<file path="src/verilog/tes_regs.svh">
// Register map, field positions, reset values and timing constants
`ifndef TES_REGS_SVH
`define TES_REGS_SVH

`define TES_CLK_PERIOD_NS 4
`define TES_US_NS 1000
`define TES_US_CYCLES (`TES_US_NS / `TES_CLK_PERIOD_NS)
`define TES_US_CNT_W 8

`define TES_ADDR_W 8
`define TES_CTRL_OFFS 8'h00
`define TES_FRAMES_OFFS 8'h04
`define TES_INTEG_OFFS 8'h08
`define TES_READOUT_OFFS 8'h0C
`define TES_GLITCH_OFFS 8'h10
`define TES_LOCKOUT_OFFS 8'h14
`define TES_OFFSET_OFFS 8'h18
`define TES_SWTRIG_OFFS 8'h1C
`define TES_STATUS_OFFS 8'h20

`define TES_CTRL_SYNC_BIT 0
`define TES_CTRL_OVERLAP_BIT 1
`define TES_CTRL_ORIGIN_LSB 2
`define TES_CTRL_ORIGIN_MSB 3
`define TES_CTRL_EDGE_BIT 4
`define TES_CTRL_EXPSEL_BIT 5
`define TES_SWTRIG_BIT 0
`define TES_STAT_STATE_MSB 3
`define TES_STAT_DISCARD_BIT 4
`define TES_STAT_PENDING_BIT 5
`define TES_STAT_FRAMES_LSB 16
`define TES_CNT16_MSB 15
`define TES_TIME24_MSB 23

`define TES_FRAMES_RESET 16'h0001
`define TES_INTEG_RESET 24'h0003E8
`define TES_READOUT_RESET 24'h007A12
`define TES_GLITCH_RESET 16'h0000
`define TES_LOCKOUT_RESET 16'h0000
`define TES_OFFSET_RESET 24'h000000
`define TES_MIN_INTEG_US 24'h000024
`define TES_MAX_OFFSET_US 24'hF42400

`endif

</file>
<file path="src/verilog/tes_pkg.sv">
// Types shared by the trigger and exposure sequencer
package tes_pkg;

    typedef enum logic [3:0] {
        ST_IDLE = 4'b0001,
        ST_OFFSET = 4'b0010,
        ST_EXPOSE = 4'b0100,
        ST_READ = 4'b1000
    } seq_state_e;

    typedef enum logic [1:0] {
        ORG_LINE_ONE = 2'h0,
        ORG_LINE_TWO = 2'h1,
        ORG_PULSE_GEN = 2'h2,
        ORG_SOFTWARE = 2'h3
    } origin_e;

    typedef struct packed {
        logic sync_enable;
        logic overlap_select;
        origin_e trigger_origin;
        logic edge_select;
        logic exposure_control_select;
        logic [15:0] frames_per_trigger;
        logic [23:0] integration_time;
        logic [23:0] frame_period_now;
        logic [15:0] glitch_reject_width;
        logic [15:0] lockout_time;
        logic [23:0] start_offset_time;
    } cfg_s;

endpackage

</file>
<file path="src/verilog/us_countdown.sv">
// Microsecond down-counter used for offset, exposure, readout and lockout
`timescale 1ns/1ps
module us_countdown #(
    parameter int WIDTH = 24
) (
    input wire logic pclk,
    input wire logic presetn,
    input wire logic us_tick,
    input wire logic load,
    input wire logic [WIDTH-1:0] load_value,
    output logic [WIDTH-1:0] remaining,
    output logic zero
);
    logic [WIDTH-1:0] count_reg;

    // Load wins over a tick in the same cycle
    always_ff @(posedge pclk or negedge presetn)
    begin
        if (!presetn)
            count_reg <= '0;
        else if (load)
            count_reg <= load_value;
        else if (us_tick && count_reg != '0)
            count_reg <= count_reg - 1'b1;
    end

    assign remaining = count_reg;
    assign zero = (count_reg == '0);
endmodule // us_countdown

</file>
<file path="src/verilog/trigger_line_cond.sv">
// Input line synchroniser with glitch rejection
`timescale 1ns/1ps
module trigger_line_cond #(
    parameter int WIDTH = 16
) (
    input wire logic pclk,
    input wire logic presetn,
    input wire logic us_tick,
    input wire logic line_pin,
    input wire logic [WIDTH-1:0] reject_width,
    output logic line_clean
);
    logic sync1_reg;
    logic sync2_reg;
    logic clean_reg;
    logic [WIDTH-1:0] hold_reg;

    // Two flops before anything looks at the pin
    always_ff @(posedge pclk or negedge presetn)
    begin
        if (!presetn)
        begin
            sync1_reg <= 1'b0;
            sync2_reg <= 1'b0;
        end
        else
        begin
            sync1_reg <= line_pin;
            sync2_reg <= sync1_reg;
        end
    end

    // New level must stay for the reject width before it is passed on
    always_ff @(posedge pclk or negedge presetn)
    begin
        if (!presetn)
        begin
            clean_reg <= 1'b0;
            hold_reg <= '0;
        end
        else if (sync2_reg == clean_reg)
            hold_reg <= '0;
        else if (hold_reg >= reject_width)
        begin
            clean_reg <= sync2_reg;
            hold_reg <= '0;
        end
        else if (us_tick)
            hold_reg <= hold_reg + 1'b1;
    end

    assign line_clean = clean_reg;
endmodule // trigger_line_cond

</file>
<file path="src/verilog/trigger_exposure_sequencer.sv">
// Trigger-driven exposure and readout sequencer with APB registers
//
// Implementation choices: the address map and the APB slave port.
`timescale 1ns/1ps
`include "tes_regs.svh"
module trigger_exposure_sequencer (
    input wire logic pclk,
    input wire logic presetn,
    input wire logic [`TES_ADDR_W-1:0] paddr,
    input wire logic psel,
    input wire logic penable,
    input wire logic pwrite,
    input wire logic [31:0] pwdata,
    output logic [31:0] prdata,
    output logic pready,
    output logic pslverr,
    input wire logic input_line_one,
    input wire logic input_line_two,
    input wire logic pulse_gen_in,
    output logic exposure_active,
    output logic readout_active,
    output tes_pkg::seq_state_e seq_state
);
    import tes_pkg::*;

    // Clamp to the legal integration window; a short readout forces the floor
    function automatic logic [23:0] clamp_integ(input logic [23:0] t, input logic [23:0] ro);
        logic [23:0] hi;
        hi = (ro < `TES_MIN_INTEG_US) ? `TES_MIN_INTEG_US : ro;
        if (t < `TES_MIN_INTEG_US)
            clamp_integ = `TES_MIN_INTEG_US;
        else if (t > hi)
            clamp_integ = hi;
        else
            clamp_integ = t;
    endfunction

    cfg_s cfg_reg;
    seq_state_e state_reg;
    seq_state_e state_next;
    logic [`TES_US_CNT_W-1:0] us_cnt_reg;
    logic us_tick_reg;
    logic sw_pulse_reg;
    logic act_d_reg;
    logic fast_reg;
    logic plen_frame_reg;
    logic pexp_reg;
    logic pending_reg;
    logic rd_valid_reg;
    logic discard_reg;
    logic exposure_reg;
    logic readout_reg;
    logic [15:0] frames_left_reg;
    logic pready_reg;
    logic pslverr_reg;
    logic [31:0] prdata_reg;
    logic ld_off;
    logic ld_exp;
    logic ld_rd;
    logic exp_done;

    // Microsecond enable from the 250 MHz clock
    always_ff @(posedge pclk or negedge presetn)
    begin
        if (!presetn)
        begin
            us_cnt_reg <= '0;
            us_tick_reg <= 1'b0;
        end
        else
        begin
            us_tick_reg <= (us_cnt_reg == `TES_US_CNT_W'(`TES_US_CYCLES - 1));
            us_cnt_reg <= (us_cnt_reg == `TES_US_CNT_W'(`TES_US_CYCLES - 1)) ? '0
                : us_cnt_reg + 1'b1;
        end
    end

    // Both input lines get the same synchroniser and glitch filter
    wire [1:0] line_pins = {input_line_two, input_line_one};
    wire [1:0] line_clean;
    genvar gi;
    generate
        for (gi = 0; gi < 2; gi++)
        begin : g_line
            trigger_line_cond #(.WIDTH(16)) u_cond (
                .pclk(pclk),
                .presetn(presetn),
                .us_tick(us_tick_reg),
                .line_pin(line_pins[gi]),
                .reject_width(cfg_reg.glitch_reject_width),
                .line_clean(line_clean[gi])
            );
        end
    endgenerate

    // APB decode; one wait state so every bus output is a flop
    wire apb_access = psel & penable;
    wire addr_hit = (paddr == `TES_CTRL_OFFS) | (paddr == `TES_FRAMES_OFFS)
        | (paddr == `TES_INTEG_OFFS) | (paddr == `TES_READOUT_OFFS)
        | (paddr == `TES_GLITCH_OFFS) | (paddr == `TES_LOCKOUT_OFFS)
        | (paddr == `TES_OFFSET_OFFS) | (paddr == `TES_SWTRIG_OFFS)
        | (paddr == `TES_STATUS_OFFS);
    wire wr_en = apb_access & pready_reg & pwrite & addr_hit;
    wire wr_ctrl = wr_en & (paddr == `TES_CTRL_OFFS);
    wire sw_cmd = wr_en & (paddr == `TES_SWTRIG_OFFS) & pwdata[`TES_SWTRIG_BIT];
    wire discard_clr = wr_en & (paddr == `TES_STATUS_OFFS) & pwdata[`TES_STAT_DISCARD_BIT];

    // Read mux; reserved bits read as zero
    wire [31:0] ctrl_word = {26'h0000000, cfg_reg.exposure_control_select,
        cfg_reg.edge_select, cfg_reg.trigger_origin, cfg_reg.overlap_select,
        cfg_reg.sync_enable};
    wire [31:0] status_word = {frames_left_reg, 10'h000, pending_reg, discard_reg, state_reg};
    wire [31:0] rd_data =
        (paddr == `TES_CTRL_OFFS) ? ctrl_word :
        (paddr == `TES_FRAMES_OFFS) ? {16'h0000, cfg_reg.frames_per_trigger} :
        (paddr == `TES_INTEG_OFFS) ? {8'h00, cfg_reg.integration_time} :
        (paddr == `TES_READOUT_OFFS) ? {8'h00, cfg_reg.frame_period_now} :
        (paddr == `TES_GLITCH_OFFS) ? {16'h0000, cfg_reg.glitch_reject_width} :
        (paddr == `TES_LOCKOUT_OFFS) ? {16'h0000, cfg_reg.lockout_time} :
        (paddr == `TES_OFFSET_OFFS) ? {8'h00, cfg_reg.start_offset_time} :
        (paddr == `TES_STATUS_OFFS) ? status_word : 32'h00000000;

    // Bus handshake and read data capture
    always_ff @(posedge pclk or negedge presetn)
    begin
        if (!presetn)
        begin
            pready_reg <= 1'b0;
            pslverr_reg <= 1'b0;
            prdata_reg <= 32'h00000000;
        end
        else
        begin
            pready_reg <= apb_access & ~pready_reg;
            pslverr_reg <= apb_access & ~pready_reg & ~addr_hit;
            prdata_reg <= (apb_access & ~pready_reg & ~pwrite) ? rd_data : 32'h00000000;
        end
    end

    // Configuration writes
    always_ff @(posedge pclk or negedge presetn)
    begin
        if (!presetn)
        begin
            cfg_reg.sync_enable <= 1'b0;
            cfg_reg.overlap_select <= 1'b0;
            cfg_reg.trigger_origin <= ORG_LINE_ONE;
            cfg_reg.edge_select <= 1'b0;
            cfg_reg.exposure_control_select <= 1'b0;
            cfg_reg.frames_per_trigger <= `TES_FRAMES_RESET;
            cfg_reg.integration_time <= `TES_INTEG_RESET;
            cfg_reg.frame_period_now <= `TES_READOUT_RESET;
            cfg_reg.glitch_reject_width <= `TES_GLITCH_RESET;
            cfg_reg.lockout_time <= `TES_LOCKOUT_RESET;
            cfg_reg.start_offset_time <= `TES_OFFSET_RESET;
        end
        else if (wr_ctrl)
        begin
            cfg_reg.sync_enable <= pwdata[`TES_CTRL_SYNC_BIT];
            cfg_reg.overlap_select <= pwdata[`TES_CTRL_OVERLAP_BIT];
            cfg_reg.trigger_origin <= origin_e'(pwdata[`TES_CTRL_ORIGIN_MSB:`TES_CTRL_ORIGIN_LSB]);
            cfg_reg.edge_select <= pwdata[`TES_CTRL_EDGE_BIT];
            cfg_reg.exposure_control_select <= pwdata[`TES_CTRL_EXPSEL_BIT];
        end
        else if (wr_en)
        begin
            if (paddr == `TES_FRAMES_OFFS)
                cfg_reg.frames_per_trigger <= pwdata[`TES_CNT16_MSB:0];
            if (paddr == `TES_INTEG_OFFS)
                cfg_reg.integration_time <= pwdata[`TES_TIME24_MSB:0];
            if (paddr == `TES_READOUT_OFFS)
                cfg_reg.frame_period_now <= pwdata[`TES_TIME24_MSB:0];
            if (paddr == `TES_GLITCH_OFFS)
                cfg_reg.glitch_reject_width <= pwdata[`TES_CNT16_MSB:0];
            if (paddr == `TES_LOCKOUT_OFFS)
                cfg_reg.lockout_time <= pwdata[`TES_CNT16_MSB:0];
            if (paddr == `TES_OFFSET_OFFS)
                cfg_reg.start_offset_time <= (pwdata[`TES_TIME24_MSB:0] > `TES_MAX_OFFSET_US)
                    ? `TES_MAX_OFFSET_US : pwdata[`TES_TIME24_MSB:0];
        end
    end

    // Trigger source, polarity and edge
    wire src_level =
        (cfg_reg.trigger_origin == ORG_LINE_ONE) ? line_clean[0] :
        (cfg_reg.trigger_origin == ORG_LINE_TWO) ? line_clean[1] :
        (cfg_reg.trigger_origin == ORG_PULSE_GEN) ? pulse_gen_in : sw_pulse_reg;
    wire act = src_level ^ cfg_reg.edge_select;
    wire trig_edge = act & ~act_d_reg;
    wire [23:0] integ_eff = clamp_integ(cfg_reg.integration_time,
        cfg_reg.frame_period_now);
    wire [23:0] offset_eff = (cfg_reg.start_offset_time > `TES_MAX_OFFSET_US)
        ? `TES_MAX_OFFSET_US : cfg_reg.start_offset_time;
    wire origin_ok = ~(cfg_reg.exposure_control_select
        & (cfg_reg.trigger_origin == ORG_SOFTWARE));
    wire busy = (state_reg != ST_IDLE);
    wire [15:0] lock_left;
    wire lock_zero;
    wire accept = trig_edge & cfg_reg.sync_enable & ~busy & lock_zero & origin_ok;
    wire discard = trig_edge & cfg_reg.sync_enable & (busy | ~lock_zero);

    // Pulse, edge history, discard flag; set wins; a control write blanks one edge
    always_ff @(posedge pclk or negedge presetn)
    begin
        if (!presetn)
        begin
            sw_pulse_reg <= 1'b0;
            act_d_reg <= 1'b0;
            discard_reg <= 1'b0;
        end
        else
        begin
            sw_pulse_reg <= sw_cmd;
            act_d_reg <= act | wr_ctrl;
            discard_reg <= discard | (discard_reg & ~discard_clr);
        end
    end

    // Timers
    wire [23:0] off_left;
    wire [23:0] exp_left;
    wire [23:0] rd_left;
    wire off_zero;
    wire exp_zero;
    wire rd_zero;
    us_countdown #(.WIDTH(24)) u_offset (.pclk(pclk), .presetn(presetn),
        .us_tick(us_tick_reg), .load(ld_off), .load_value(offset_eff),
        .remaining(off_left), .zero(off_zero));
    us_countdown #(.WIDTH(24)) u_expose (.pclk(pclk), .presetn(presetn),
        .us_tick(us_tick_reg), .load(ld_exp), .load_value(integ_eff),
        .remaining(exp_left), .zero(exp_zero));
    us_countdown #(.WIDTH(24)) u_readout (.pclk(pclk), .presetn(presetn),
        .us_tick(us_tick_reg), .load(ld_rd), .load_value(cfg_reg.frame_period_now),
        .remaining(rd_left), .zero(rd_zero));
    us_countdown #(.WIDTH(16)) u_lockout (.pclk(pclk), .presetn(presetn),
        .us_tick(us_tick_reg), .load(accept), .load_value(cfg_reg.lockout_time),
        .remaining(lock_left), .zero(lock_zero));

    // Sequencer next state; extra burst frames always use fixed exposure
    wire last_frame = (frames_left_reg == 16'h0001);
    always_comb
    begin
        state_next = state_reg;
        ld_off = 1'b0;
        ld_exp = 1'b0;
        ld_rd = 1'b0;
        exp_done = plen_frame_reg ? ~act : exp_zero;
        unique case (state_reg)
            ST_IDLE:
                if (accept)
                begin
                    state_next = ST_OFFSET;
                    ld_off = 1'b1;
                end
            ST_OFFSET:
                if (off_zero)
                begin
                    state_next = fast_reg ? ST_READ : ST_EXPOSE;
                    ld_rd = fast_reg;
                    ld_exp = ~fast_reg;
                end
            ST_EXPOSE:
                if (exp_done)
                begin
                    state_next = ST_READ;
                    ld_rd = 1'b1;
                end
            ST_READ:
                if (rd_zero)
                begin
                    state_next = last_frame ? ST_IDLE : (fast_reg ? ST_READ : ST_EXPOSE);
                    ld_rd = ~last_frame & fast_reg;
                    ld_exp = ~last_frame & ~fast_reg;
                end
            default:
                state_next = ST_IDLE;
        endcase
    end

    // Fast mode exposure tracking and frames waiting for readout
    wire st_read = (state_reg == ST_READ);
    wire pexp_next = (state_reg == ST_OFFSET && off_zero && fast_reg && plen_frame_reg)
        | (pexp_reg & act);
    wire timed_fast_exp = fast_reg & st_read & ~plen_frame_reg & ~rd_zero
        & (rd_left <= integ_eff);
    wire frame_done = (fast_reg & st_read & rd_zero & ~plen_frame_reg)
        | (pexp_reg & ~pexp_next);
    wire rd_valid_next = ld_rd ? (~fast_reg | pending_reg | frame_done) : rd_valid_reg;
    wire exposure_next = fast_reg ? (timed_fast_exp | pexp_next) : (state_next == ST_EXPOSE);

    // Frame state registers
    always_ff @(posedge pclk or negedge presetn)
    begin
        if (!presetn)
        begin
            state_reg <= ST_IDLE;
            fast_reg <= 1'b0;
            plen_frame_reg <= 1'b0;
            frames_left_reg <= `TES_FRAMES_RESET;
            pexp_reg <= 1'b0;
            pending_reg <= 1'b0;
            rd_valid_reg <= 1'b0;
            exposure_reg <= 1'b0;
            readout_reg <= 1'b0;
        end
        else
        begin
            state_reg <= state_next;
            pexp_reg <= pexp_next;
            rd_valid_reg <= rd_valid_next;
            pending_reg <= (ld_rd & fast_reg) ? 1'b0 : (pending_reg | frame_done);
            exposure_reg <= exposure_next;
            readout_reg <= (state_next == ST_READ) & rd_valid_next;
            if (accept)
            begin
                fast_reg <= cfg_reg.overlap_select;
                plen_frame_reg <= cfg_reg.exposure_control_select;
                frames_left_reg <= (cfg_reg.frames_per_trigger == 16'h0000)
                    ? `TES_FRAMES_RESET : cfg_reg.frames_per_trigger;
            end
            else if (st_read & rd_zero)
            begin
                plen_frame_reg <= 1'b0;
                if (!last_frame)
                    frames_left_reg <= frames_left_reg - 1'b1;
            end
        end
    end

    assign prdata = prdata_reg;
    assign pready = pready_reg;
    assign pslverr = pslverr_reg;
    assign exposure_active = exposure_reg;
    assign readout_active = readout_reg;
    assign seq_state = state_reg;

    std_no_overlap_a: assert property (@(posedge pclk) disable iff (!presetn)
        !fast_reg && state_reg != ST_IDLE |-> !(exposure_active && readout_active))
        else $error("exposure and readout overlap in standard mode");
    busy_discard_a: assert property (@(posedge pclk) disable iff (!presetn)
        trig_edge && cfg_reg.sync_enable && busy |=> discard_reg && state_reg != ST_OFFSET)
        else $error("trigger during period not discarded");
    lockout_hold_a: assert property (@(posedge pclk) disable iff (!presetn)
        lock_left != 16'h0000 && state_reg == ST_IDLE |=> state_reg == ST_IDLE)
        else $error("trigger accepted inside lockout");
    offset_start_a: assert property (@(posedge pclk) disable iff (!presetn)
        accept |=> state_reg == ST_OFFSET && off_left == offset_eff)
        else $error("offset not started on accepted trigger");
    burst_count_a: assert property (@(posedge pclk) disable iff (!presetn)
        state_reg != ST_IDLE |-> frames_left_reg != 16'h0000)
        else $error("burst count reached zero while running");
    integ_window_a: assert property (@(posedge pclk) disable iff (!presetn)
        integ_eff >= `TES_MIN_INTEG_US && (integ_eff <= cfg_reg.frame_period_now
        || integ_eff == `TES_MIN_INTEG_US))
        else $error("integration time outside window");
    pulse_end_a: assert property (@(posedge pclk) disable iff (!presetn)
        state_reg == ST_EXPOSE && plen_frame_reg && !act |=> state_reg == ST_READ
        ##1 !exposure_active)
        else $error("pulse-length exposure did not end with pulse");
    fast_read_a: assert property (@(posedge pclk) disable iff (!presetn)
        state_reg == ST_OFFSET && off_zero && fast_reg |=> state_reg == ST_READ
        && rd_left == cfg_reg.frame_period_now)
        else $error("fast readout not started by trigger");
    fast_place_a: assert property (@(posedge pclk) disable iff (!presetn)
        fast_reg && !plen_frame_reg && st_read && rd_zero |=> !exposure_active
        && $past(exposure_active))
        else $error("fast exposure not ending with readout");
    sw_pulse_a: assert property (@(posedge pclk) disable iff (!presetn)
        sw_cmd |=> sw_pulse_reg ##1 !sw_pulse_reg)
        else $error("software command did not make one pulse");
endmodule // trigger_exposure_sequencer

</file>
<file path="config.mk">
export PLATFORM = sky130hd
export DESIGN_NAME = trigger_exposure_sequencer
export DESIGN_NICKNAME = d
export VERILOG_FILES = /design/src/verilog/tes_pkg.sv /design/src/verilog/us_countdown.sv /design/src/verilog/trigger_line_cond.sv /design/src/verilog/trigger_exposure_sequencer.sv
export VERILOG_INCLUDE_DIRS = /design/src /design/src/verilog
export SDC_FILE = /design/constraint.sdc
export NUM_CORES = 1
export LEC_CHECK = 0
export ABC_CLOCK_PERIOD_IN_PS = 13400
export BUFFER_PORTS_ARGS = -buffer_cell sky130_fd_sc_hd__buf_2
export CAP_MARGIN = 20
export CELL_PAD_IN_SITES_DETAIL_PLACEMENT = 1
export CELL_PAD_IN_SITES_GLOBAL_PLACEMENT = 2
export CORE_AREA = 2 2 207 209
export DETAILED_ROUTE_END_ITERATION = 16
export DIE_AREA = 0 0 209 211
export PLACE_DENSITY = 0.9
export SLEW_MARGIN = 20
export SYNTH_ARGS = -nofsm -noshare
export SYNTH_HDL_FRONTEND = slang
export SYNTH_SLANG_ARGS = --single-unit
</file>
<file path="constraint.sdc">
create_clock -name pclk -period 13.4 [get_ports pclk]
set_input_delay 0.67 -clock pclk [delete_from_list [all_inputs] [get_ports pclk]]
set_output_delay 0.67 -clock pclk [all_outputs]
set_load 0.02 [all_outputs]
</file>
==> out/results.ini <==
[critical_path]
cp-start-kind=register
cp_slowest_stage_delay_ns=0.63
path_cells=or4_1 -> nor4_1 -> nand4_1 -> nor2b_1 -> ha_1 -> nand3_1 -> o21bai_1 -> a31oi_1 -> o31ai_1 -> a21boi_2 -> buf_4 -> mux2i_1 -> or2_2 -> ha_1 -> nand4_1 -> nor4_1 -> o31ai_1 -> nand3_1 -> a21oi_1 -> o22a_1
crit_family=simple AND/OR/NAND/NOR gates
path_buf_inv=1
r2r_start=cfg_reg[77]
startpoint=cfg_reg[77]
cp.required_ns=13.85
crit_slowest_cell=or4_1
crit_fanout=18
timing.critical_path.to_type=register
arrival_ns=6.45
crit_type=reg2reg

[power]
ir_drop_mv=0.101
p_clk_share_pct=51.5
power_density_nw_per_um2=107
p_sw_mw=0.496
seqPwrFrac_pct=45.3
internal_power_mw=1.67
power.total_mw=2.17
p_sw_share_pct=22.8
leakage_nw=8.96
combinationalPowerShare_pct=3.2

[logic_synthesis]
syn-num-nets=1971
avgSynthCellArea_um2=9.76
ys_seq_area_share_pct=45.6
yosys_warnings=0
async_reset_ff_share_pct=100
ys_seq_elements=325
synthDistinctLibCells=80
syn-instance-count=1831
ys.flop_type=dfrtp_1
synth_edf_count=0
synth_area_um2=17900

[route]
wire_per_inst_um=24.0
avgViaCountPerCell=6.07
num_vias=14900
drtIter0Drc=1081
route.detailed.drc=0
firstDrtPassIters=6
ant_nets=0
wl_mm=59.1

[layout]
layout_commonest_cell=dfrtp_1
layout.nets=2036
syn2layout_area_growth_pct=13.0
drive_gt1_share_pct=15.6
largest_reg_flops=126
nFillCells=4656
mostFrequentLayoutCells=dfrtp_1, nand2_1, nor2_1
stdcell_area_um2=20200

[placed_design]
post_dp_cell_area_um2=18800
place_ws_ns=7.51
place_congestion=0.882
io_buffers=79
hpwlAfterDp_mm=42.6

[clocking]
cts_tree=done
clk_latency_ns=0.56
post_cts_buffers=0
cts_resized=0
path_clk_slew_ns=0.06
cts-root-buf=clkbuf_16
cts_max_level=2
clockBufferDepth=3
cts_buffers=38
cts.sinks=325
hold_buffers=0

[global_route]
grt-ovfl-total=0
grt_max_degree=108
grt_pass1_vias=15600
grt_usage_pct=27.4
grt_pass1_wl_mm=92.5
antenna_found_initial=5

[timing]
drv_slew=0
rsz0062_at_grt=no
timing.slew.headroom_pct=36.2
clock.fmax_ghz=0.167
period_share_pct=44.8
hold_viol=0
setup_slack_ns=7.40
period_needed_ns=6.00
fin_skew_ns=0.0137
tightest_slew_ns=0.958
setup-tns-final_ns=0
finalSetupViolCount=0

[floorplan]
num_io_pins=88
die_x_um=209
die_y_um=211
std_cell_rows=75
initial_core_util_pct=42.8
coreArea_um2=41800
die-area_um2=44100

[min_path]
holdCritPathClass=in2async

[job]
drv_cap=0

[run_status]
outcome=finished clean

==> cells in the mapped netlist, types with 22 or more instances <==
cell type | n | area [um^2]
nand3_1 | 51 | 255
nor3_1 | 35 | 175
dfrtp_1 | 309 | 7730
nand4_1 | 34 | 213
mux2i_1 | 40 | 400
nor4_1 | 44 | 275
xnor2_1 | 57 | 499
nor2_1 | 163 | 612
clkbuf_1 | 62 | 233
o21ai_0 | 118 | 591
nand2_1 | 172 | 646
inv_1 | 70 | 263
and3_1 | 25 | 156
or2_2 | 22 | 138
a21oi_1 | 106 | 531
mux2_2 | 77 | 867
or3_1 | 23 | 144
ha_1 | 92 | 1150
xor2_1 | 52 | 455
==> per-stage QoR <==
| stage | hold slack, ns | instances | utilization [%] |
|---|---|---|---|
| CTS | 0.185 | 2461 | 48.3 |
| detailed placement | 0.346 | 2394 | 45.1 |
| global placement | 0.336 | 2394 | 45.1 |
| global route | 0.205 | 2462 | 48.4 |
| floorplan | 0.331 | 1831 | - |
| finish | 0.175 | 2463 | 48.4 |
==> per-layer routing <==
layer  share of wire, %  track usage (%)  wire, um
met4                3.8             11.0      2220
met2                 47             44.8     27900
met5              0.042                0        25
met1                 43             36.1     25600
met3                5.7             4.79      3390
==> area by class of cell <==
| cell class | count | area, um^2 | share of cell area [%] |
|---|---|---|---|
| well taps | 539 | 674 | 3.34 |
| flip-flops and latches | 325 | 8150 | 40.4 |
| repair buffers | 102 | 598 | 2.96 |
| clock buffers | 57 | 1170 | 5.77 |
| inverters | 71 | 267 | 1.32 |
| diodes | 1 | 2.50 | 0.0124 |
| clock inverters | 10 | 155 | 0.768 |
| multi-input cells | 1358 | 9180 | 45.5 |
==> power groups by stage <==
stage          clock network [mW]  logic [mW]  registers, mW
4_1_cts                      1.13      0.0678          0.984
2_1_floorplan                   0      0.0183           1.00
3_5_place_dp                    0      0.0675           1.00
3_3_place_gp                    0      0.0664           1.00
5_1_grt                      1.17      0.0742          0.983
6_report                     1.12      0.0687          0.984
==> cells by family (layout without fill, tap and decap cells) <==
kind of cell | after synthesis | in the layout | share of synthesized area (%)
other cells | 0 | 1 | 0
compound gates | 391 | 391 | 13.8
xor+xnor | 109 | 109 | 5.34
simple gates | 644 | 644 | 17.8
buf+inv | 148 | 240 | 3.30
mux | 122 | 122 | 7.72
flops | 325 | 325 | 45.6
fa+ha+maj | 92 | 92 | 6.44
==> final timing paths <==
kind	depth (start not counted)	to	slack, ns
max	20	exposure_active	7.40
min	1	us_cnt_reg[4]	0.17
max reg2reg	20	exposure_active	7.40
min reg2reg	0	g_line[0].u_cond.sync2_reg	0.35
max in group asynchronous	2	u_expose.remaining[23]	11.73
min in group pclk	1	g_line[0].u_cond.sync1_reg	0.22
No activity file was read; power rests on OpenSTA's default activity.
